<file path="src/rtl/fpe_consts.svh">
// offsets, field positions, reset values and timing counts of the flash control block
`ifndef FPE_CONSTS_SVH
`define FPE_CONSTS_SVH

// register indices; byte address is four times the index
`define FPE_CTRL_IDX 16'hFE08
`define FPE_STAT_IDX 16'hFE0A
`define FPE_ADDR_W 18

// control register field positions
`define FPE_BIT_PROG 0
`define FPE_BIT_ERASE 1
`define FPE_BIT_MASS 2
`define FPE_BIT_HV 3
`define FPE_CTRL_RESET 4'h0

// page geometry
`define FPE_PAGE_SHIFT 9
`define FPE_PAGE_W 7
`define FPE_VECTOR_PAGE 7'h7F

// timing
`define FPE_CLK_NS 10
`define FPE_TNVS_NS 5000
`define FPE_TERASE_MS 20
`define FPE_TNVS_CYC ((`FPE_TNVS_NS + `FPE_CLK_NS - 1) / `FPE_CLK_NS)
`define FPE_TERASE_CYC ((`FPE_TERASE_MS * 1000000) / `FPE_CLK_NS)

`endif

</file>
<file path="src/rtl/fpe_pkg.sv">
// types shared by the flash control block
`default_nettype none
package fpe_pkg;
    typedef enum logic [1:0] {
        SEQ_IDLE = 2'b00,
        SEQ_SELECTED = 2'b01,
        SEQ_LATCHED = 2'b11,
        SEQ_HV = 2'b10
    } seq_state_e;
endpackage
`default_nettype wire

</file>
<file path="src/rtl/flash_program_erase_control.sv">
// flash program/erase control register, sequence interlock and high-voltage gating
//
// Operation
// high-voltage enable bit one drives pump and array high voltage; zero turns both off.
// high-voltage enable is accepted only with program or erase set and sequence followed.
// whole-array select picks mass erase when one, page erase when zero; readable.
// program and erase select are never both one nor set together.
// page erase clears one 512-byte page aligned on 0x200.
// page erase never clears the vector page; only mass erase does.
// software sets erase, clears whole-array, then writes anywhere inside the page.
// software waits 5 us after the page write before setting high voltage.
// software waits 20 ms with high voltage before clearing erase select.
// software waits 5 us hold time after clearing erase select.
// software then clears high-voltage enable to stop the pump.
// reset clears all four control bits.
`timescale 1ns/1ps
`default_nettype none
`include "fpe_consts.svh"
module flash_program_erase_control
    import fpe_pkg::*;
#(
    parameter int unsigned TNVS_CYC = `FPE_TNVS_CYC,
    parameter int unsigned TERASE_CYC = `FPE_TERASE_CYC
) (
    // clock and reset
    input wire logic sys_clk,
    input wire logic nrst,
    // avalon-mm slave
    input wire logic [`FPE_ADDR_W-1:0] avs_address,
    input wire logic avs_read,
    input wire logic avs_write,
    input wire logic [31:0] avs_writedata,
    input wire logic [3:0] avs_byteenable,
    output logic [31:0] avs_readdata,
    output logic avs_waitrequest,
    // cpu writes into the flash array
    input wire logic flash_wr,
    input wire logic [15:0] flash_wr_addr,
    // flash array and charge pump
    output logic charge_pump_en,
    output logic array_hv_en,
    output logic program_mode,
    output logic erase_mode,
    output logic mass_erase,
    output logic page_erase_en,
    output logic [`FPE_PAGE_W-1:0] erase_page
);
    logic [3:0] ctrl_reg;
    logic [3:0] ctrl_next;
    seq_state_e seq_state_reg;
    seq_state_e seq_state_next;
    logic [`FPE_PAGE_W-1:0] page_reg;
    logic page_prot;
    logic nvs_done;
    logic erase_done;
    logic req;
    logic take;
    logic ctrl_wr;
    logic sel_any;
    logic hv_allowed;

    function automatic logic [15:0] reg_index(input logic [`FPE_ADDR_W-1:0] addr);
        reg_index = addr[`FPE_ADDR_W-1:2];
    endfunction

    function automatic logic hits(input logic [`FPE_ADDR_W-1:0] addr, input logic [15:0] idx);
        hits = (reg_index(addr) == idx) && (addr[1:0] == 2'b00);
    endfunction

    // bus handshake: one wait state, request taken while waitrequest is low
    assign req = avs_read || avs_write;
    assign take = req && !avs_waitrequest;
    assign ctrl_wr = take && avs_write && avs_byteenable[0] && hits(avs_address, `FPE_CTRL_IDX);

    always_ff @(posedge sys_clk or negedge nrst)
    begin
        if (!nrst)
        begin
            avs_waitrequest <= 1'b1;
        end
        else
        begin
            avs_waitrequest <= !(req && avs_waitrequest);
        end
    end

    always_ff @(posedge sys_clk or negedge nrst)
    begin
        if (!nrst)
        begin
            avs_readdata <= 32'h0000_0000;
        end
        else if (avs_read && avs_waitrequest)
        begin
            if (hits(avs_address, `FPE_CTRL_IDX))
            begin
                avs_readdata <= {28'h000_0000, ctrl_reg};
            end
            else if (hits(avs_address, `FPE_STAT_IDX))
            begin
                avs_readdata <= {16'h0000, 1'b0, page_reg, 3'h0, page_prot, erase_done,
                    nvs_done, seq_state_reg};
            end
            else
            begin
                avs_readdata <= 32'h0000_0000;
            end
        end
    end

    // control register write with interlocks
    assign sel_any = ctrl_reg[`FPE_BIT_PROG] || ctrl_reg[`FPE_BIT_ERASE];
    assign hv_allowed = sel_any && (seq_state_reg == SEQ_LATCHED) && nvs_done;

    always_comb
    begin
        ctrl_next = ctrl_reg;
        if (ctrl_wr)
        begin
            ctrl_next[`FPE_BIT_MASS] = avs_writedata[`FPE_BIT_MASS];
            if (!(avs_writedata[`FPE_BIT_PROG] && avs_writedata[`FPE_BIT_ERASE]))
            begin
                ctrl_next[`FPE_BIT_PROG] = avs_writedata[`FPE_BIT_PROG];
                ctrl_next[`FPE_BIT_ERASE] = avs_writedata[`FPE_BIT_ERASE];
            end
            if (!avs_writedata[`FPE_BIT_HV])
            begin
                ctrl_next[`FPE_BIT_HV] = 1'b0;
            end
            else if (hv_allowed || ctrl_reg[`FPE_BIT_HV])
            begin
                ctrl_next[`FPE_BIT_HV] = 1'b1;
            end
        end
    end

    always_ff @(posedge sys_clk or negedge nrst)
    begin
        if (!nrst)
        begin
            ctrl_reg <= `FPE_CTRL_RESET;
        end
        else
        begin
            ctrl_reg <= ctrl_next;
        end
    end

    // sequence tracker
    always_comb
    begin
        seq_state_next = seq_state_reg;
        case (seq_state_reg)
            SEQ_IDLE:
            begin
                if (sel_any)
                begin
                    seq_state_next = SEQ_SELECTED;
                end
            end
            SEQ_SELECTED:
            begin
                if (!sel_any)
                begin
                    seq_state_next = SEQ_IDLE;
                end
                else if (flash_wr)
                begin
                    seq_state_next = SEQ_LATCHED;
                end
            end
            SEQ_LATCHED:
            begin
                if (ctrl_reg[`FPE_BIT_HV])
                begin
                    seq_state_next = SEQ_HV;
                end
                else if (!sel_any)
                begin
                    seq_state_next = SEQ_IDLE;
                end
            end
            SEQ_HV:
            begin
                if (!ctrl_reg[`FPE_BIT_HV])
                begin
                    seq_state_next = sel_any ? SEQ_SELECTED : SEQ_IDLE;
                end
            end
            default:
            begin
                seq_state_next = SEQ_IDLE;
            end
        endcase
    end

    always_ff @(posedge sys_clk or negedge nrst)
    begin
        if (!nrst)
        begin
            seq_state_reg <= SEQ_IDLE;
        end
        else
        begin
            seq_state_reg <= seq_state_next;
        end
    end

    // page latch from the page-selecting array write
    always_ff @(posedge sys_clk or negedge nrst)
    begin
        if (!nrst)
        begin
            page_reg <= '0;
        end
        else if (flash_wr && seq_state_reg == SEQ_SELECTED && sel_any)
        begin
            page_reg <= flash_wr_addr[15:`FPE_PAGE_SHIFT];
        end
    end

    assign page_prot = (page_reg == `FPE_VECTOR_PAGE);

    fpe_delay_timer #(
        .CYCLES(TNVS_CYC)
    ) u_nvs_timer (
        .sys_clk(sys_clk),
        .nrst(nrst),
        .start(seq_state_reg == SEQ_SELECTED && flash_wr && sel_any),
        .clear(seq_state_reg == SEQ_IDLE),
        .done_reg(nvs_done)
    );

    fpe_delay_timer #(
        .CYCLES(TERASE_CYC)
    ) u_erase_timer (
        .sys_clk(sys_clk),
        .nrst(nrst),
        .start(seq_state_reg == SEQ_LATCHED && ctrl_reg[`FPE_BIT_HV]),
        .clear(!ctrl_reg[`FPE_BIT_HV]),
        .done_reg(erase_done)
    );

    // array controls
    always_ff @(posedge sys_clk or negedge nrst)
    begin
        if (!nrst)
        begin
            page_erase_en <= 1'b0;
        end
        else
        begin
            page_erase_en <= ctrl_reg[`FPE_BIT_HV] && ctrl_reg[`FPE_BIT_ERASE]
                && !ctrl_reg[`FPE_BIT_MASS] && !page_prot;
        end
    end

    assign charge_pump_en = ctrl_reg[`FPE_BIT_HV];
    assign array_hv_en = ctrl_reg[`FPE_BIT_HV];
    assign program_mode = ctrl_reg[`FPE_BIT_PROG];
    assign erase_mode = ctrl_reg[`FPE_BIT_ERASE];
    assign mass_erase = ctrl_reg[`FPE_BIT_MASS];
    assign erase_page = page_reg;
endmodule
`default_nettype wire

</file>
<file path="src/rtl/fpe_delay_timer.sv">
// one-shot delay timer: done rises a fixed number of cycles after start
`timescale 1ns/1ps
`default_nettype none
module fpe_delay_timer #(
    parameter int unsigned CYCLES = 500,
    parameter int unsigned W = $clog2(CYCLES + 1)
) (
    // clock and reset
    input wire logic sys_clk,
    input wire logic nrst,
    // control
    input wire logic start,
    input wire logic clear,
    // status
    output logic done_reg
);
    logic [W-1:0] cnt_reg;
    logic running_reg;

    always_ff @(posedge sys_clk or negedge nrst)
    begin
        if (!nrst)
        begin
            cnt_reg <= '0;
            running_reg <= 1'b0;
            done_reg <= 1'b0;
        end
        else if (clear)
        begin
            running_reg <= 1'b0;
            done_reg <= 1'b0;
        end
        else if (start)
        begin
            cnt_reg <= W'(CYCLES - 1);
            running_reg <= 1'b1;
            done_reg <= 1'b0;
        end
        else if (running_reg)
        begin
            if (cnt_reg == '0)
            begin
                running_reg <= 1'b0;
                done_reg <= 1'b1;
            end
            else
            begin
                cnt_reg <= cnt_reg - 1'b1;
            end
        end
    end
endmodule
`default_nettype wire

</file>
<file path="config.mk">
export PLATFORM = sky130hd
export DESIGN_NAME = flash_program_erase_control
export DESIGN_NICKNAME = d
export VERILOG_FILES = /design/src/rtl/fpe_pkg.sv /design/src/rtl/flash_program_erase_control.sv /design/src/rtl/fpe_delay_timer.sv
export VERILOG_INCLUDE_DIRS = /design/src /design/src/rtl
export SDC_FILE = /design/constraint.sdc
export NUM_CORES = 1
export LEC_CHECK = 0
export ABC_CLOCK_PERIOD_IN_PS = 3000
export CORE_ASPECT_RATIO = 1.5
export CORE_MARGIN = 1.5
export CORE_UTILIZATION = 43
export DETAILED_ROUTE_END_ITERATION = 10
export DONT_BUFFER_PORTS = 1
export PLACE_DENSITY = 0.7
export SLEW_MARGIN = 20
export SYNTH_ARGS = -nofsm -noshare
export SYNTH_HDL_FRONTEND = slang
export SYNTH_SLANG_ARGS = --single-unit
</file>
<file path="constraint.sdc">
create_clock -name sys_clk -period 3 [get_ports sys_clk]
set_clock_uncertainty 0.05 [all_clocks]
set_input_delay 0.6 -clock sys_clk [delete_from_list [all_inputs] [get_ports sys_clk]]
set_output_delay 0.6 -clock sys_clk [all_outputs]
set_load 0.005 [all_outputs]
</file>
==> results of run 1 <==
## report_power, final
part	internal (mW)	switching, mW
logic	0.00751	0.0274
clock network	0.421	0.325
registers	0.825	0.00278
total	1.25	0.356
## cells in the mapped netlist (2+ instances only)
library cell,instances,area share
nand4b_1,2,0.0056
or3_1,7,0.014
o21ai_0,16,0.026
o21bai_1,2,0.0048
o211ai_1,2,0.0048
o22a_1,3,0.0084
xnor2_1,10,0.028
buf_4,21,0.051
buf_2,2,0.0032
dfrtp_1,60,0.48
clkbuf_1,6,0.0072
nand3_1,5,0.0080
nor4_1,5,0.010
a21oi_1,13,0.021
nand2_1,50,0.060
or4b_2,2,0.0064
or2_2,5,0.010
and3_1,4,0.0080
a211oi_1,4,0.0096
nor4_2,2,0.0080
nor2_1,22,0.026
ha_1,3,0.012
inv_1,6,0.0072
xor2_1,8,0.022
or4_1,3,0.0072
nor3_1,11,0.018
mux2i_1,6,0.019
nor4bb_1,2,0.0064
o21ai_1,2,0.0032
a22o_1,8,0.022
nand4_1,5,0.010
## how the worst max path moves through the flow
stage | end | start | slack, ns | cells after the start
4_1_cts | u_erase_timer.cnt_reg[15] | ctrl_reg[3] | 0.80 | 5
3_5_place_dp | avs_readdata[13] | avs_address[9] | 0.64 | 5
2_1_floorplan | ctrl_reg[2] | avs_address[9] | 0.85 | 4
5_1_grt | u_erase_timer.cnt_reg[15] | ctrl_reg[3] | 0.67 | 5
6_report | u_erase_timer.cnt_reg[15] | ctrl_reg[3] | 0.78 | 5
3_3_place_gp | avs_readdata[4] | avs_address[9] | 0.67 | 5
## metrics by stage
| stage | cell area, um2 | hold WS [ns] | setup slack, ns |
|---|---|---|---|
| final | 3310 | 0.0448 | 0.780 |
| after floorplan | 3190 | 0.254 | 0.850 |
| after global placement | 3080 | 0.257 | 0.671 |
| after global routing | 3310 | 0.0185 | 0.668 |
| after detailed placement | 3080 | 0.257 | 0.638 |
| after CTS | 3310 | 0.0250 | 0.801 |
## critical path, cell delays in order (launching register included)
cell      delay, ns
dfrtp_1        0.65
nor4bb_1       0.43
nand4_1        0.24
a21o_1         0.24
o21ai_0        0.14
or3b_1         0.35
## kinds of logic after synthesis
kind of cell,after synthesis,synth area share
simple gates,136,0.234
flops,61,0.490
compound gates,55,0.116
buf+inv,37,0.0742
xor+xnor,18,0.0505
mux,7,0.0229
fa+ha+maj,3,0.0120
other cells,1,0.00120
## final cells by class
cell class                      count  area, um2
Fill cell                         653       3640
Sequential cell                    61       1530
Multi-Input combinational cell    239       1430
Clock buffer                       11        151
Tap cell                           78       97.6
Clock inverter                      4       47.5
Timing Repair Buffer                1       27.5
Inverter                            6       22.5
## per-layer routing
layer  vias up  share of wire  track usage
met4         0          0.018       0.0782
met2        46           0.53        0.307
met3        13          0.039       0.0590
li1       1079              -            -
met5         -              0            0
met1      1131           0.41        0.211
==> impl_metrics.json, run 1 <==
{
  "io_buffers": 0,
  "status": "finished clean",
  "syn-instance-count": 318,
  "synth_ff_type": "dfrtp_1",
  "p_total_mw": 1.61,
  "final_cell_mix": "60 x dfrtp_1, 50 x nand2_1, 22 x nor2_1",
  "antenna_found_initial": 0,
  "grt_max_degree": 61,
  "drv_slew": 0,
  "fin_cells": 400,
  "reg2reg_to": "u_erase_timer.cnt_reg[15]",
  "io_pins": 121,
  "layout_commonest_cell": "dfrtp_1",
  "grtUsageTotal": 0.183,
  "post_cts_buffers": 0,
  "grt_pass1_wl_mm": 10.9,
  "critPathCaptureType": "flip-flop",
  "root_buffer": "clkbuf_8",
  "drt_first_iter_violations": 105,
  "worst_slew_pin_slew_ns": 0.837,
  "first_pass_iters": 6,
  "final_util": 0.476,
  "die_w_um": 72.6,
  "cts.path.max_buffers": 2,
  "start_util": 0.449,
  "fp.coreArea_um2": 6940,
  "powerDensity_nw_per_um2": 487,
  "fin_tns_setup_ns": 0,
  "place_congestion": 0.847,
  "rows": 37,
  "largest_reg_flops": 21,
  "setup_viol": 0,
  "layout-drive-gt1-share": 0.102,
  "vias_per_cell": 5.67,
  "worstSkewPairLatency_ns": 0.34,
  "hold_violations": 0,
  "drc_errors": 0,
  "reg2reg_from": "ctrl_reg[3]",
  "grt_pass1_vias": 2247,
  "place_inst": 384,
  "ant_nets": 0,
  "slew_headroom": 0.440,
  "wire_per_inst_um": 16.1,
  "syn-cell-area_um2": 3120,
  "cts_htree_levels": 3,
  "crit_type": "flip-flop to flip-flop",
  "startpoint_type": "flip-flop",
  "syn_area_per_cell_um2": 9.81,
  "gr-total-overflow": 0,
  "post-route-min-period_ns": 2.22,
  "ys_seq_area_frac": 0.490,
  "syn2layout_area_growth_pct": 5.97,
  "finalWirelength_mm": 6.44,
  "fmax_mhz": 451,
  "r2r_slack_ns": 0.78,
  "vdd_drop_max_mv": 0.276,
  "final_nets": 396,
  "post_cts_resized": 0,
  "cts_inserted_buffers": 9,
  "ys_seq_elements": 61,
  "num_vias": 2269,
  "synthArstFlopShare": 1.00,
  "drv_cap": 0,
  "die_h_um": 107,
  "dieArea_um2": 7790,
  "dpl.hpwl_mm": 4.61,
  "synth.distinct_cells": 52,
  "leakagePower_nw": 1.58,
  "holdBufCountCts": 1,
  "synth_warnings": 0,
  "path_clk_slew_ns": 0.07,
  "cp.arrival_ns": 2.39,
  "crit_fanout": 14,
  "min_path_type": "input pin to async pin",
  "antenna-diode-count": 0,
  "cts_sinks": 61,
  "finalCritPeriodShare": 0.740,
  "tritoncts": "built",
  "rsz0062_at_grt": "false",
  "required_ns": 3.17,
  "reg2reg_depth": 5,
  "synth-edff-count": 0
}
No activity file was read; power rests on OpenSTA's default activity.
==> inputs of run 2 (changes only) <==
ABC_CLOCK_PERIOD_IN_PS = 2300   (was 3000)
clock period = 2.3 ns   (was 3 ns; I/O delays follow)
==> run 2 against run 1 <==
  * Clock power up 24%
  * Critical path depth increased by 2
  * Total power rose by 28%
  * Critical path type unchanged
  * Largest cell class unchanged
  * Largest power group unchanged
==> impl_metrics.json, run 2 (synthesis gave the netlist of run 1 again) <==
{
  "startpoint_type": "flip-flop",
  "ant_nets": 0,
  "combinationalPowerShare": 0.023,
  "layout-drive-gt1-share": 0.118,
  "drt_first_iter_violations": 151,
  "io_buffers": 0,
  "place_congestion": 0.870,
  "largest_reg_flops": 21,
  "root_buffer": "clkbuf_8",
  "cp.arrival_ns": 2.24,
  "grt_max_degree": 62,
  "final_cell_mix": "60 x dfrtp_1, 50 x nand2_1, 22 x nor2_1",
  "hold-path-endpoint": "avs_waitrequest",
  "min_path_type": "input pin to flip-flop",
  "power.switching_mw": 0.440,
  "hold_violations": 0,
  "fin_hold_ws_ns": 0.145,
  "antenna_found_initial": 0,
  "antenna-diode-count": 0,
  "path_clk_slew_ns": 0.06,
  "routed.top_layer": "met4",
  "start_util": 0.449,
  "vias_per_cell": 5.58,
  "worst_slack_ns": 0.191,
  "drv_cap": 0,
  "critPathCaptureType": "flip-flop",
  "seq_power_share": 0.526,
  "layout_commonest_cell": "dfrtp_1",
  "leakagePower_nw": 1.61,
  "crit_fanout": 4,
  "drc_errors": 0,
  "slew_headroom": 0.472,
  "worst_slew_pin_slew_ns": 0.790,
  "p_sw_frac": 0.214,
  "dr_wl_met2_mm": 3.41,
  "required_ns": 2.44,
  "grt_pass1_vias": 2264,
  "reg2reg_to": "u_nvs_timer.cnt_reg[2]",
  "hp-start": "avs_write",
  "first_pass_iters": 6,
  "fill_cells": 647,
  "place_inst": 391,
  "min_delay_path_depth": 1,
  "rows": 37,
  "p_total_mw": 2.05,
  "status": "finished clean",
  "fp.coreArea_um2": 6940,
  "stdcell_area_um2": 3370,
  "finalCritPeriodShare": 0.917,
  "cts_htree_levels": 3,
  "fmax_mhz": 474,
  "num_vias": 2283,
  "dieArea_um2": 7790,
  "dpl.hpwl_mm": 4.75,
  "r2r_slack_ns": 0.19,
  "die_h_um": 107,
  "rsz0062_at_grt": "false",
  "reg2reg_from": "u_nvs_timer.cnt_reg[0]",
  "grtUsageTotal": 0.180,
  "wire_per_inst_um": 15.6,
  "cts_inserted_buffers": 9,
  "drv_slew": 0,
  "post_cts_buffers": 0,
  "postPlaceCellArea_um2": 3130,
  "wl_met3_um": 257,
  "reg2reg_depth": 7,
  "worstSkewPairLatency_ns": 0.34,
  "io_pins": 121,
  "gr-total-overflow": 0,
  "final_nets": 404,
  "grt_pass1_wl_mm": 10.7,
  "syn2layout_area_growth_pct": 7.86,
  "setup_viol": 0,
  "final_util": 0.485,
  "critPathMaxStageDelay_ns": 0.63,
  "place_ws_ns": 0.125,
  "tritoncts": "built",
  "powerDensity_nw_per_um2": 610,
  "worstPathCellList": "inv_1 > ha_1 > or4b_2 > or2_4 > nand4b_1 > xor2_1 > nor2_1",
  "p_int_mw": 1.61,
  "post-route-min-period_ns": 2.11,
  "finalWirelength_mm": 6.40,
  "fin_tns_setup_ns": 0,
  "cts_sinks": 61,
  "p_clk_frac": 0.451,
  "vdd_drop_max_mv": 0.384,
  "crit_type": "flip-flop to flip-flop",
  "die_w_um": 72.6,
  "fin_cells": 409,
  "cp_slowest_cell": "or4b_2",
  "cts.path.max_buffers": 2,
  "routedLengthMet1_mm": 2.63
}
run 2: cell count changes in the layout (fill, tap and decap cells not counted):
cell / previous run / this run
or2_4: 0 / 1
clkbuf_8: 11 / 10
dlygate4sd3_1: 0 / 1
or2_2: 5 / 4
clkbuf_1: 0 / 2
buf_4: 0 / 7
run 2: power groups by stage:
stage,Clock [mW],Sequential [mW],Combinational [mW]
after CTS,0.943,1.08,0.0500
after global placement,0,1.10,0.0207
final,0.926,1.08,0.0478
after global routing,0.996,1.08,0.0569
after detailed placement,0,1.10,0.0211
after floorplan,0,1.10,0.0449
run 2: layout make-up:
class,instances,area [um2],share of cell area
repair buffers,9,90.1,0.0268
flip-flops and latches,61,1530,0.454
clock buffers,12,145,0.0431
clock inverters,4,47.5,0.0141
multi-input cells,239,1440,0.426
inverters,6,22.5,0.00669
well taps,78,97.6,0.0290
run 2: worst max-delay path, delay by kind of cell (launching register included):
| kind | cells | cell delay [ns] |
|---|---|---|
| buf+inv | 1 | 0.07 |
| simple gates | 4 | 1.09 |
| flops | 1 | 0.41 |
| fa+ha+maj | 1 | 0.19 |
| xor+xnor | 1 | 0.16 |
run 2: worst max-delay path by stage:
stage,start,slack (ns),cells past startpoint,endpoint
2_1_floorplan,avs_address[9],0.29,4,ctrl_reg[2]
6_report,u_nvs_timer.cnt_reg[0],0.19,7,u_nvs_timer.cnt_reg[2]
4_1_cts,u_nvs_timer.cnt_reg[0],0.12,7,u_nvs_timer.cnt_reg[2]
5_1_grt,u_nvs_timer.cnt_reg[0],0.07,7,u_nvs_timer.cnt_reg[2]
3_3_place_gp,avs_address[9],0.14,5,ctrl_reg[3]
3_5_place_dp,avs_address[9],0.12,5,ctrl_reg[3]
run 2: routing by layer:
metal,global-route usage,vias up
li1,-,1099
met1,0.222,1115
met2,0.292,56
met3,0.0515,13
met4,0.0782,0
met5,0,-
run 2: repair_timing:
action                                  CTS  global route
resized for setup                         0             1
endpoints found under the setup margin    0             1
hold endpoints to repair                 61             0
hold buffers                              2             0
==> inputs of run 3 (changes only) <==
CORE_MARGIN = 2   (was 1.5)
==> run 3 against run 2 <==
  * Maximum frequency down 1.8%
  * Highest routed layer unchanged
  * Largest power group is now clock
  * Wire length is 2.2% higher
  * Sequential power about the same
  * Register-to-register slack got worse by 0.04 ns
  * Critical path type unchanged
  * Combinational power is essentially flat
  * Sequential share of layout area is 0.73 points lower
  * Critical endpoint unchanged
  * Worst hold slack got worse by 0.015 ns
  * Total power increased by 12%
==> impl_metrics.json, run 3 (synthesis gave the netlist of run 1 again) <==
{
  "status": "finished clean",
  "io_pins": 121,
  "rows": 38,
  "num_vias": 2305,
  "setup_viol": 0,
  "crit_family": "simple AND/OR/NAND/NOR gates",
  "cp.arrival_ns": 2.30,
  "fin_tns_setup_ns": 0,
  "seq_power_share": 0.469,
  "min_path_type": "input pin to flip-flop",
  "fill_cells": 648,
  "die_h_um": 108,
  "gr-total-overflow": 0,
  "cts_inserted_buffers": 9,
  "worst_slack_ns": 0.153,
  "vias_per_cell": 5.61,
  "first_pass_iters": 5,
  "antenna-diode-count": 0,
  "critPathCaptureType": "flip-flop",
  "multi_input_area_um2": 1430,
  "leakagePower_nw": 1.63,
  "tritoncts": "built",
  "grt_pass1_vias": 2342,
  "path_clk_slew_ns": 0.07,
  "finalWirelength_mm": 6.54,
  "layout_commonest_cell": "dfrtp_1",
  "worst_slew_pin_slew_ns": 0.820,
  "fmax_mhz": 466,
  "critical_path_buf_inv_count": 1,
  "p_total_mw": 2.30,
  "cp_slowest_cell": "or4b_2",
  "final_cell_mix": "60 x dfrtp_1, 50 x nand2_1, 22 x nor2_1",
  "cts.path.max_buffers": 2,
  "final_nets": 404,
  "grt_max_degree": 62,
  "power.switching_mw": 0.470,
  "dieArea_um2": 7970,
  "ant_nets": 0,
  "syn2layout_area_growth_pct": 9.62,
  "antenna_found_initial": 0,
  "drt_first_iter_violations": 91,
  "vdd_drop_max_mv": 0.598,
  "p_sw_frac": 0.204,
  "p_int_mw": 1.83,
  "startpoint_type": "flip-flop",
  "required_ns": 2.45,
  "worstSkewPairLatency_ns": 0.35,
  "drc_errors": 0,
  "post_cts_buffers": 0,
  "dpl.hpwl_mm": 4.72,
  "powerDensity_nw_per_um2": 673,
  "drv_cap": 0,
  "finalCritPeriodShare": 0.934,
  "io_buffers": 0,
  "post-route-min-period_ns": 2.15,
  "final_util": 0.480,
  "place_ws_ns": 0.152,
  "grtUsageTotal": 0.180,
  "combinationalPowerShare": 0.021,
  "crit_type": "flip-flop to flip-flop",
  "p_clk_frac": 0.511,
  "slew_headroom": 0.451,
  "fp.coreArea_um2": 7130,
  "critPathMaxStageDelay_ns": 0.63,
  "hold_violations": 0,
  "crit_fanout": 4,
  "place_congestion": 0.871,
  "regArea_um2": 1530,
  "cts_htree_levels": 3,
  "die_w_um": 73.6,
  "root_buffer": "clkbuf_8",
  "worstPathCellList": "inv_1 > ha_1 > or4b_2 > or2_2 > nand4b_1 > xor2_1 > nor2_1",
  "rsz0062_at_grt": "false",
  "largest_reg_flops": 21,
  "drv_slew": 0,
  "start_util": 0.438,
  "layout-drive-gt1-share": 0.124,
  "cts_sinks": 61,
  "wire_per_inst_um": 15.9,
  "grt_pass1_wl_mm": 10.9
}
==> run 3: timing repair <==
item	in CTS	in global routing
hold buffers	2	0
resized for setup	0	0
endpoints found under the hold margin	61	0
==> run 3: path summary, 6_finish.rpt <==
check / startpoint / end / slack (ns) / depth (start not counted)
min in group asynchronous: nrst / u_erase_timer.cnt_reg[6] / 0.59 / 2
max in group asynchronous: nrst / avs_waitrequest / 1.31 / 2
max reg2reg: u_nvs_timer.cnt_reg[0] / u_nvs_timer.cnt_reg[2] / 0.15 / 7
min: avs_write / avs_waitrequest / 0.13 / 1
min reg2reg: avs_waitrequest / avs_waitrequest / 0.46 / 1
max: u_nvs_timer.cnt_reg[0] / u_nvs_timer.cnt_reg[2] / 0.15 / 7
==> run 3: power by group through the flow <==
stage | registers [mW] | clock network, mW | logic, mW
final | 1.08 | 1.18 | 0.0480
after floorplan | 1.10 | 0 | 0.0449
after CTS | 1.08 | 1.20 | 0.0497
after detailed placement | 1.10 | 0 | 0.0207
after global routing | 1.08 | 1.25 | 0.0570
after global placement | 1.10 | 0 | 0.0206
==> run 3: final cells by class <==
type,count,area share
clock buffer,10,0.0402
clock inverter,6,0.0322
inverter,6,0.00658
multi-input combinational,239,0.419
sequential,61,0.447
tap,80,0.0293
timing repair buffer,9,0.0263
==> run 3: through the flow <==
stage | cells | hold WS (ns) | cell area, um2
finish | 411 | 0.130 | 3420
global route | 411 | 0.131 | 3420
CTS | 411 | 0.115 | 3420
detailed placement | 393 | 0.118 | 3140
global placement | 393 | 0.118 | 3140
floorplan | 337 | 0.114 | 3190
==> run 3: worst register-to-register path, delay by kind of cell (launching register included) <==
kind,cells,cell delay [ns]
adders and majority gates,1,0.17
xor gates and xnor gates,1,0.16
buffers and inverters,1,0.07
and+or+nand+nor,4,1.15
DFF,1,0.41
==> run 3: metal layers <==
metal / share of wire / global-route usage / routed length, um
met5: 0 / 0 / 0
met4: 0.024 / 0.0792 / 159
met3: 0.037 / 0.0531 / 241
met2: 0.54 / 0.302 / 3510
met1: 0.40 / 0.210 / 2640
